### src/config_loader_defines.vh
// Purpose: constants for the configuration image loader
// Assumes: 100 MHz system clock, byte addressed serial memory with 16-bit addresses
// Notes: byte offsets are image byte addresses
// Contract
// RULE1: memory addressed with control byte a0h to write, a1h to read
// RULE2: each stored word keeps its high byte at the lower address
// RULE3: after every reset the signature word is read before any setting is used
// RULE4: signature sits at byte 510 and must read 4432h
// RULE5: signature present loads the whole image, absent skips loading
// RULE6: a stored slave address word other than 00ffh replaces the strap address
// RULE7: image is 16-bit words, per-channel settings in four words, page 0 first
// RULE8: fault cause 0, mode 2, targets 24-30, rise 32, delay 40, fall 64
// RULE9: image writer keeps mode word equal to the timebase reload word
// RULE10: temperature reads subtract 3010, stores add 3010
// RULE11: voltage unchanged in 2V range, times or over 2.75 in 5.5V range
// RULE12: conversions happen in the loader on every save and read out; loaded words are stored raw and converted at host read out
// RULE13: channel 2 target at bytes 28 and 29, high byte first
// RULE14: image writers should save a working device and edit few fields
// RULE15: settings released only after all reads and the signature check
`ifndef CONFIG_LOADER_DEFINES_VH
`define CONFIG_LOADER_DEFINES_VH
// ----------------------------------------
// bus timing
// ----------------------------------------
`define SYS_CLK_KHZ 100000
`define SCL_MAX_KHZ 400
`define SCL_QTR_CYC ((`SYS_CLK_KHZ + 4 * `SCL_MAX_KHZ - 1) / (4 * `SCL_MAX_KHZ))
`define EE_WRITE_MS 5
`define EE_WRITE_CYC (`SYS_CLK_KHZ * `EE_WRITE_MS)
// ----------------------------------------
// control bytes and image layout
// ----------------------------------------
`define CTRL_WR 8'ha0
`define CTRL_RD 8'ha1
`define OFS_SIGNATURE 16'h01fe
`define SIGNATURE_VAL 16'h4432
`define IMAGE_BYTES 9'h1fe
`define OFS_FAULT_CAUSE 9'h000
`define OFS_MODE 9'h002
`define OFS_VOUT_TARGET 9'h018
`define OFS_TON_RISE 9'h020
`define OFS_TON_DELAY 9'h028
`define OFS_TOFF_FALL 9'h040
`define OFS_SET_ADDR 9'h08c
`define ADDR_KEEP 16'h00ff
`define TEMP_OFFSET 16'h0bc2
`endif

### src/config_eeprom_boot_loader.v
// Purpose: boot loader and saver of configuration words in a serial memory
// Assumes: open-drain pins resolved outside, host port on sys_clk
// Notes: read port converts to host form, writes convert and save one word
`timescale 1ns/1ps
`include "config_loader_defines.vh"
module config_eeprom_boot_loader #(
  parameter WRITE_WAIT_CYC = `EE_WRITE_CYC,
  parameter QTR_CYC = `SCL_QTR_CYC,
  parameter [6:0] STRAP_BASE = 7'h50
) (
  input wire sys_clk,
  input wire rst_b,
  input wire eeprom_data_pin_in,
  output reg eeprom_data_pin_out,
  output reg eeprom_data_pin_oe,
  output reg eeprom_clock_pin_out,
  output reg eeprom_clock_pin_oe,
  input wire [2:0] address_strap_pins,
  input wire range_5v5,
  input wire [7:0] host_index,
  input wire host_wr,
  input wire [15:0] host_wdata,
  output reg [15:0] host_rdata,
  output reg cfg_valid,
  output reg image_found,
  output reg loader_busy,
  output reg link_error,
  output reg [6:0] slave_address
);
  localparam B_IDLE = 3'd0;
  localparam B_START = 3'd1;
  localparam B_TX = 3'd2;
  localparam B_RX = 3'd3;
  localparam B_STOP = 3'd4;
  localparam SQ_SIG = 3'd0;
  localparam SQ_LOAD = 3'd1;
  localparam SQ_READY = 3'd2;
  localparam SQ_SAVE = 3'd3;
  localparam SQ_WAIT = 3'd4;
  localparam [7:0] QTR = QTR_CYC[7:0];

  reg [15:0] mem [0:255];
  reg sda_s1, sda_s2;
  reg [2:0] strap_s1, strap_s2;
  reg [7:0] tcnt;
  reg tick;
  reg [2:0] bs, seq;
  reg [1:0] q;
  reg [3:0] bitn;
  reg [2:0] bi;
  reg rdp, nak, eng_done, go, wr;
  reg [7:0] sh, hi;
  reg [8:0] bc, len;
  reg [15:0] addr, wdat, sigw, addrw;
  reg word_we;
  reg [15:0] word_val;
  reg [7:0] word_idx;
  reg [19:0] wcnt;
  wire last = (bc == len - 9'd1);

  // ----------------------------------------
  // conversions
  // ----------------------------------------
  function is_temp;
    input [7:0] i;
    begin
      is_temp = (i == 8'd2) || (i == 8'd3) || (i == 8'd36) || (i == 8'd68);
    end
  endfunction
  // RULE8 voltage word spans
  function is_volt;
    input [7:0] i;
    begin
      is_volt = (i >= 8'd4 && i <= 8'd15) ||
                (i >= 8'd24 && i <= 8'd31) || (i >= 8'd149 && i <= 8'd164);
    end
  endfunction
  function [15:0] to_host;
    input [7:0] i;
    input [15:0] v;
    input r;
    reg [17:0] p;
    begin
      p = {2'b00, v} * 18'd11;
      to_host = v;
      // RULE10 read subtracts offset
      if (is_temp(i))
        to_host = v - `TEMP_OFFSET;
      // RULE11 read times 2.75
      else if (is_volt(i) && r)
        to_host = p[17:2];
    end
  endfunction
  function [15:0] to_int;
    input [7:0] i;
    input [15:0] v;
    input r;
    reg [17:0] p;
    begin
      p = {v, 2'b00} / 18'd11;
      to_int = v;
      // RULE10 store adds offset
      if (is_temp(i))
        to_int = v + `TEMP_OFFSET;
      // RULE11 store over 2.75
      else if (is_volt(i) && r)
        to_int = p[15:0];
    end
  endfunction

  // ----------------------------------------
  // pin sync and bit timing
  // ----------------------------------------
  // two stages before any use, pins are asynchronous
  always @(posedge sys_clk or negedge rst_b) begin
    if (!rst_b) begin
      sda_s1 <= 1'b1;
      sda_s2 <= 1'b1;
      strap_s1 <= 3'h0;
      strap_s2 <= 3'h0;
      tcnt <= 8'h00;
      tick <= 1'b0;
    end else begin
      sda_s1 <= eeprom_data_pin_in;
      sda_s2 <= sda_s1;
      strap_s1 <= address_strap_pins;
      strap_s2 <= strap_s1;
      tick <= (tcnt == QTR - 8'd1);
      tcnt <= (tcnt == QTR - 8'd1) ? 8'h00 : tcnt + 8'd1;
    end
  end

  // ----------------------------------------
  // byte engine, four quarters per bit
  // ----------------------------------------
  // no clock stretching: memory parts of this kind never hold the clock
  always @(posedge sys_clk or negedge rst_b) begin
    if (!rst_b) begin
      bs <= B_IDLE;
      q <= 2'd0;
      bitn <= 4'd0;
      bi <= 3'd0;
      rdp <= 1'b0;
      nak <= 1'b0;
      sh <= 8'h00;
      hi <= 8'h00;
      bc <= 9'h000;
      eng_done <= 1'b0;
      word_we <= 1'b0;
      word_val <= 16'h0000;
      word_idx <= 8'h00;
      eeprom_clock_pin_oe <= 1'b0;
      eeprom_data_pin_oe <= 1'b0;
      eeprom_clock_pin_out <= 1'b0;
      eeprom_data_pin_out <= 1'b0;
    end else begin
      eng_done <= 1'b0;
      word_we <= 1'b0;
      eeprom_clock_pin_out <= 1'b0;
      eeprom_data_pin_out <= 1'b0;
      if (tick) begin
        q <= q + 2'd1;
        case (bs)
          B_IDLE: begin
            q <= 2'd0;
            if (go) begin
              bs <= B_START;
              bi <= 3'd0;
              rdp <= 1'b0;
              bc <= 9'h000;
              nak <= 1'b0;
            end
          end
          // start and repeated start share one shape
          B_START: begin
            case (q)
              2'd0: begin
                eeprom_data_pin_oe <= 1'b0;
                eeprom_clock_pin_oe <= 1'b1;
              end
              2'd1: eeprom_clock_pin_oe <= 1'b0;
              2'd2: eeprom_data_pin_oe <= 1'b1;
              default: begin
                eeprom_clock_pin_oe <= 1'b1;
                bs <= B_TX;
                bitn <= 4'd0;
                // RULE1 control bytes
                sh <= rdp ? `CTRL_RD : `CTRL_WR;
              end
            endcase
          end
          B_TX: begin
            case (q)
              2'd0: begin
                eeprom_clock_pin_oe <= 1'b1;
                eeprom_data_pin_oe <= (bitn == 4'd8) ? 1'b0 : ~sh[7];
              end
              2'd1: eeprom_clock_pin_oe <= 1'b0;
              2'd2: if (bitn == 4'd8) nak <= sda_s2;
              default: begin
                eeprom_clock_pin_oe <= 1'b1;
                bitn <= bitn + 4'd1;
                sh <= {sh[6:0], 1'b0};
                if (bitn == 4'd8) begin
                  bitn <= 4'd0;
                  bi <= bi + 3'd1;
                  // a refused byte ends the transfer at once
                  if (nak)
                    bs <= B_STOP;
                  else if (rdp)
                    bs <= B_RX;
                  else if (bi == 3'd0)
                    sh <= addr[15:8];
                  else if (bi == 3'd1)
                    sh <= addr[7:0];
                  else if (bi == 3'd2 && !wr) begin
                    rdp <= 1'b1;
                    bs <= B_START;
                  // RULE2 high byte first on save
                  end else if (bi == 3'd2)
                    sh <= wdat[15:8];
                  else if (bi == 3'd3)
                    sh <= wdat[7:0];
                  else
                    bs <= B_STOP;
                end
              end
            endcase
          end
          B_RX: begin
            case (q)
              2'd0: begin
                eeprom_clock_pin_oe <= 1'b1;
                eeprom_data_pin_oe <= (bitn == 4'd8) ? ~last : 1'b0;
              end
              2'd1: eeprom_clock_pin_oe <= 1'b0;
              2'd2: if (bitn != 4'd8) sh <= {sh[6:0], sda_s2};
              default: begin
                eeprom_clock_pin_oe <= 1'b1;
                bitn <= bitn + 4'd1;
                if (bitn == 4'd8) begin
                  bitn <= 4'd0;
                  bc <= bc + 9'd1;
                  // RULE2 even byte is the high half
                  if (!bc[0])
                    hi <= sh;
                  else begin
                    word_we <= 1'b1;
                    word_val <= {hi, sh};
                    // RULE7 word index from byte count of the transfer, load starts at byte 0
                    word_idx <= bc[8:1];
                  end
                  if (last) bs <= B_STOP;
                end
              end
            endcase
          end
          B_STOP: begin
            case (q)
              2'd0: begin
                eeprom_clock_pin_oe <= 1'b1;
                eeprom_data_pin_oe <= 1'b1;
              end
              2'd1: eeprom_clock_pin_oe <= 1'b0;
              2'd2: eeprom_data_pin_oe <= 1'b0;
              default: begin
                bs <= B_IDLE;
                eng_done <= 1'b1;
              end
            endcase
          end
          default: bs <= B_IDLE;
        endcase
      end
    end
  end

  // ----------------------------------------
  // boot and save sequencer
  // ----------------------------------------
  // RULE3 probe signature first
  always @(posedge sys_clk or negedge rst_b) begin
    if (!rst_b) begin
      seq <= SQ_SIG;
      go <= 1'b1;
      wr <= 1'b0;
      addr <= `OFS_SIGNATURE;
      len <= 9'd2;
      wdat <= 16'h0000;
      sigw <= 16'h0000;
      addrw <= `ADDR_KEEP;
      wcnt <= 20'h00000;
      cfg_valid <= 1'b0;
      image_found <= 1'b0;
      loader_busy <= 1'b1;
      link_error <= 1'b0;
      slave_address <= 7'h00;
    end else begin
      if (bs != B_IDLE) go <= 1'b0;
      loader_busy <= (seq != SQ_READY);
      if (eng_done && nak) link_error <= 1'b1;
      if (word_we && seq == SQ_SIG) sigw <= word_val;
      if (word_we && seq == SQ_LOAD && {word_idx, 1'b0} == `OFS_SET_ADDR) addrw <= word_val;
      case (seq)
        SQ_SIG: if (eng_done) begin
          // RULE4 signature compare
          if (!nak && sigw == `SIGNATURE_VAL) begin
            // RULE5 load whole image
            seq <= SQ_LOAD;
            addr <= 16'h0000;
            len <= `IMAGE_BYTES;
            go <= 1'b1;
          end else begin
            // RULE5 absent image skips load
            seq <= SQ_READY;
            cfg_valid <= 1'b1;
            slave_address <= STRAP_BASE | {4'h0, strap_s2};
          end
        end
        SQ_LOAD: if (eng_done) begin
          // RULE15 release after last read
          seq <= SQ_READY;
          cfg_valid <= 1'b1;
          image_found <= !nak;
          // RULE6 stored address overrides straps
          if (!nak && addrw != `ADDR_KEEP)
            slave_address <= addrw[6:0];
          else
            slave_address <= STRAP_BASE | {4'h0, strap_s2};
        end
        SQ_READY: if (host_wr) begin
          seq <= SQ_SAVE;
          wr <= 1'b1;
          // RULE13 byte address is twice the index
          addr <= {7'h00, host_index, 1'b0};
          // RULE12 convert on save
          wdat <= to_int(host_index, host_wdata, range_5v5);
          len <= 9'd2;
          go <= 1'b1;
        end
        SQ_SAVE: if (eng_done) begin
          seq <= SQ_WAIT;
          wcnt <= 20'h00000;
        end
        SQ_WAIT: begin
          // memory ignores the bus during its internal write
          wcnt <= wcnt + 20'd1;
          if (wcnt == WRITE_WAIT_CYC[19:0] - 20'd1) begin
            seq <= SQ_READY;
            wr <= 1'b0;
          end
        end
        default: seq <= SQ_READY;
      endcase
    end
  end

  // ----------------------------------------
  // settings store and host read port
  // ----------------------------------------
  // store holds internal form; host sees converted form
  always @(posedge sys_clk) begin
    if (word_we && seq == SQ_LOAD)
      mem[word_idx] <= word_val;
    else if (host_wr && seq == SQ_READY)
      mem[host_index] <= to_int(host_index, host_wdata, range_5v5);
  end

  // RULE12 convert on read out
  always @(posedge sys_clk or negedge rst_b) begin
    if (!rst_b)
      host_rdata <= 16'h0000;
    else if (cfg_valid)
      host_rdata <= to_host(host_index, mem[host_index], range_5v5);
    else
      host_rdata <= 16'h0000;
  end
endmodule // config_eeprom_boot_loader

### config.mk
export PLATFORM = sky130hd
export DESIGN_NAME = config_eeprom_boot_loader
export DESIGN_NICKNAME = d
export VERILOG_FILES = /design/src/config_eeprom_boot_loader.v
export VERILOG_INCLUDE_DIRS = /design/src
export SDC_FILE = /design/constraint.sdc
export NUM_CORES = 2
export LEC_CHECK = 0
export BUFFER_PORTS_ARGS = -buffer_cell sky130_fd_sc_hd__buf_2
export CORE_MARGIN = 2
export CORE_UTILIZATION = 25
export DETAILED_ROUTE_END_ITERATION = 16
export GPL_TIMING_DRIVEN = 0
export PLACE_DENSITY = 0.44
export SYNTH_ARGS = -nofsm -noshare
export SYNTH_HDL_FRONTEND = slang
export SYNTH_SLANG_ARGS = --single-unit
### constraint.sdc
create_clock -name sys_clk -period 19.3 [get_ports sys_clk]
set_input_delay 0.965 -clock sys_clk [delete_from_list [all_inputs] [get_ports sys_clk]]
set_output_delay 0.965 -clock sys_clk [all_outputs]
set_load 0.05 [all_outputs]
==> flow_summary.ini <==
[setup_path]
cp_slowest_cell = clkbuf_2
cp_top_family = buffers and inverters
worst_setup_path_end_kind = flop
crit_buf_inv = 13
r2r_cells = 25
startpoint_type = input pin
cp_max_fo = 10
worstPathRequired_ps = 20120
cp_common_cell = clkbuf_2
reg2reg_slack_ps = 11990
critPathKind = in -> reg
slowest_delay_ps = 730
timing.rr.start = mem[172][3]$_DFFE_PP_
arrival_ps = 13560
r2r_end = host_rdata[14]$_DFF_PN0_
cp.depth = 38
crit_path_start = host_index[0]

[sta]
tightestPinTransition_ps = 1380
max_freq_mhz = 78.5
setup_violations = 0
fin_crit_sh_pct = 66.0
hold_viol = 0
clock_skew_ps = 171
slew_viol_final = 0
relSlewSlack_pct = 8.22
rsz0062_at_grt = false
post-route-min-period_ps = 12740
finalSetupTns_ps = 0

[yosys]
synth-main-ff-cell = edfxtp_1
synth_top_area_cell = edfxtp_1
ys_warn_count = 0
async_flop_share_pct = 4.50
yosysSeqAreaShare_pct = 75.1
netlist_area_um2 = 170000
ys_ff_latch = 4289
synth_area_per_cell_um2 = 21.9
synth-edff-count = 4096
syn-instance-count = 7761
ys_top_cells_by_area = edfxtp_1 (72%), mux4_2 (18%), dfrtp_1 (2.5%)
yosys.area.top_type_share_pct = 72.3
synth_cell_type_count = 119

[global_route]
grt_max_degree = 119
grt_overflow = 0
grt_pass1_vias = 90200
grt_use_total_pct = 21.6
grt_pass1_wl_um = 963000
grt_antenna_before_repair = 136

[drt]
dr.first_iter.drc_count = 17500
final_antenna_net_count = 0
drt_pass1_iterations = 6
drt_wl_total_um = 765000
wl_per_cell_um = 42.0
dr_wl_met2_um = 336000
top_layer_used = met5
via_per_inst = 5.32
vias = 96900
wl_met1_um = 292000
dr_wl_met3_um = 92200
drc_errors = 0

[clocking]
insertion_delay_ps = 1110
cts_sinks = 4289
root_buffer = clkbuf_16
clk_pin_slew_ps = 60
cts_tree = yes
numCtsBuffers = 452
htreeDepth = 5
ctsLongestPathBuffers = 4

[placement]
dpl.hpwl_um = 562000
place_congestion = 0.907
placed_area_um2 = 193000
numPortBuffers = 44

[die]
io_pins = 63
start_util_pct = 25.0
fp.dieH_um = 829
rows = 303
dieArea_um2 = 687000
die_width_um = 829
core_area_um2 = 679000

[hold_path]
hold_path_startpoint = eeprom_data_pin_in
min_path_cells = 1
hp-class = in -> reg
hold_end = sda_s1$_DFF_PN1_

[final_layout]
drive_above_1_share_pct = 35.5
nets = 8853
area_delta_synth_final_pct = 22.4
final_util_pct = 30.7
design_area_um2 = 208000

[run_status]
status = complete, no violations

[power_and_ir_drop]
leakagePower_nw = 54.2
ir_drop_mv = 0.106
power_mw = 20.6
power_density_nw_per_um2 = 98.8

[flow_run]
max-cap-violations = 0
-- cells by family (layout without fill, tap and decap cells) --
| family | count (synthesis) | count (layout) | share of synthesized area [%] |
|---|---|---|---|
| adders and majority gates | 69 | 69 | 0.563 |
| xor gates and xnor gates | 53 | 53 | 0.301 |
| buffers and inverters | 531 | 1906 | 1.20 |
| DFF | 4289 | 4289 | 75.1 |
| AOI/OAI and AO/OA | 475 | 475 | 1.96 |
| other | 1 | 73 | 0.00220 |
| and+or+nand+nor | 927 | 927 | 2.47 |
| muxes | 1416 | 1416 | 18.4 |
-- synthesized netlist by cell type (all sizes together) (30+ instances only) --
| library cell | instances |
|---|---|
| inv | 101 |
| nand3 | 85 |
| mux4 | 1359 |
| nor2 | 379 |
| edfxtp | 4096 |
| xnor2 | 30 |
| ha | 54 |
| buf | 154 |
| nand2 | 246 |
| o21ai | 114 |
| dfrtp | 173 |
| clkbuf | 273 |
| mux2 | 45 |
| a21oi | 93 |
| nor3 | 50 |
-- flip-flops by register name, indices dropped and copies added (netlist names), 7 cells and up --
register       flops
wcnt              20
sh                 8
word_idx           8
bc                 9
word_val          16
tcnt               8
mem             4096
slave_address      7
sigw              16
addrw             16
wdat              16
hi                 8
addr               8
host_rdata        16
-- per-stage QoR --
stage / worst slack (ps) / hold WS, ps / cells
floorplan: 2480 / 331 / 7762
global placement: -14090 / 346 / 16800
detailed placement: 5710 / 345 / 17300
CTS: 6720 / 72.1 / 18100
global route: 6340 / 98.5 / 18100
finish: 6560 / 143 / 18200
-- power breakdown --
part | internal [mW] | switching, mW
clock | 5.04 | 3.88
sequential | 10.0 | 0.000420
combinational | 0.529 | 1.10
total | 15.6 | 4.98
-- how the worst max path moves through the flow --
stage | endpoint | slack [ps]
finish | host_rdata[15]$_DFF_PN0_ | 6560
floorplan | mem[0][0]$_DFFE_PP_ | 2480
CTS | host_rdata[15]$_DFF_PN0_ | 6720
global placement | mem[88][0]$_DFFE_PP_ | -14090
global route | host_rdata[15]$_DFF_PN0_ | 6340
detailed placement | host_rdata[15]$_DFF_PN0_ | 5710
-- cell type report --
| type | instances | area, um^2 |
|---|---|---|
| Antenna cell | 71 | 178 |
| Buffer | 427 | 2070 |
| Clock buffer | 558 | 11800 |
| Clock inverter | 279 | 3030 |
| Fill cell | 65100 | 471000 |
| Inverter | 104 | 390 |
| Multi-Input combinational cell | 2942 | 41500 |
| Sequential cell | 4289 | 128000 |
| Tap cell | 8997 | 11300 |
| Timing Repair Buffer | 538 | 10200 |
-- cell usage in the layout, fill, tap and decap left out, types with 21 or more instances in the layout --
cell and n:
a21oi_1 89, a31oi_1 27, and3_1 21, buf_12 256
buf_16 106, buf_2 178, buf_8 122, bufinv_16 51
clkbuf_1 189, clkbuf_16 455, clkbuf_2 165, clkinv_1 111
clkinv_2 77, dfrtp_1 173, diode_2 71, edfxtp_1 4096
ha_1 54, inv_1 101, mux2_2 42, mux4_2 1359
nand2_1 245, nand3_1 84, nand4_1 21, nor2_1 114
nor2_2 168, nor2_4 97, nor3_1 48, o211ai_1 27
o21ai_0 107, xnor2_1 28, xor2_1 21
-- routing by layer --
layer	global-route usage (%)	vias to the layer above
met5	0	-
met3	6.91	1304
met2	32.4	6947
met4	10.4	38
met1	28.3	53600
li1	-	35000
-- timing repair --
action                    in CTS  in global routing
buffers inserted               0                  0
resized for setup              0                  0
hold buffers                   4                  0
hold endpoints to repair      70                  0
Note: power is estimated with default switching activity, not from simulation.
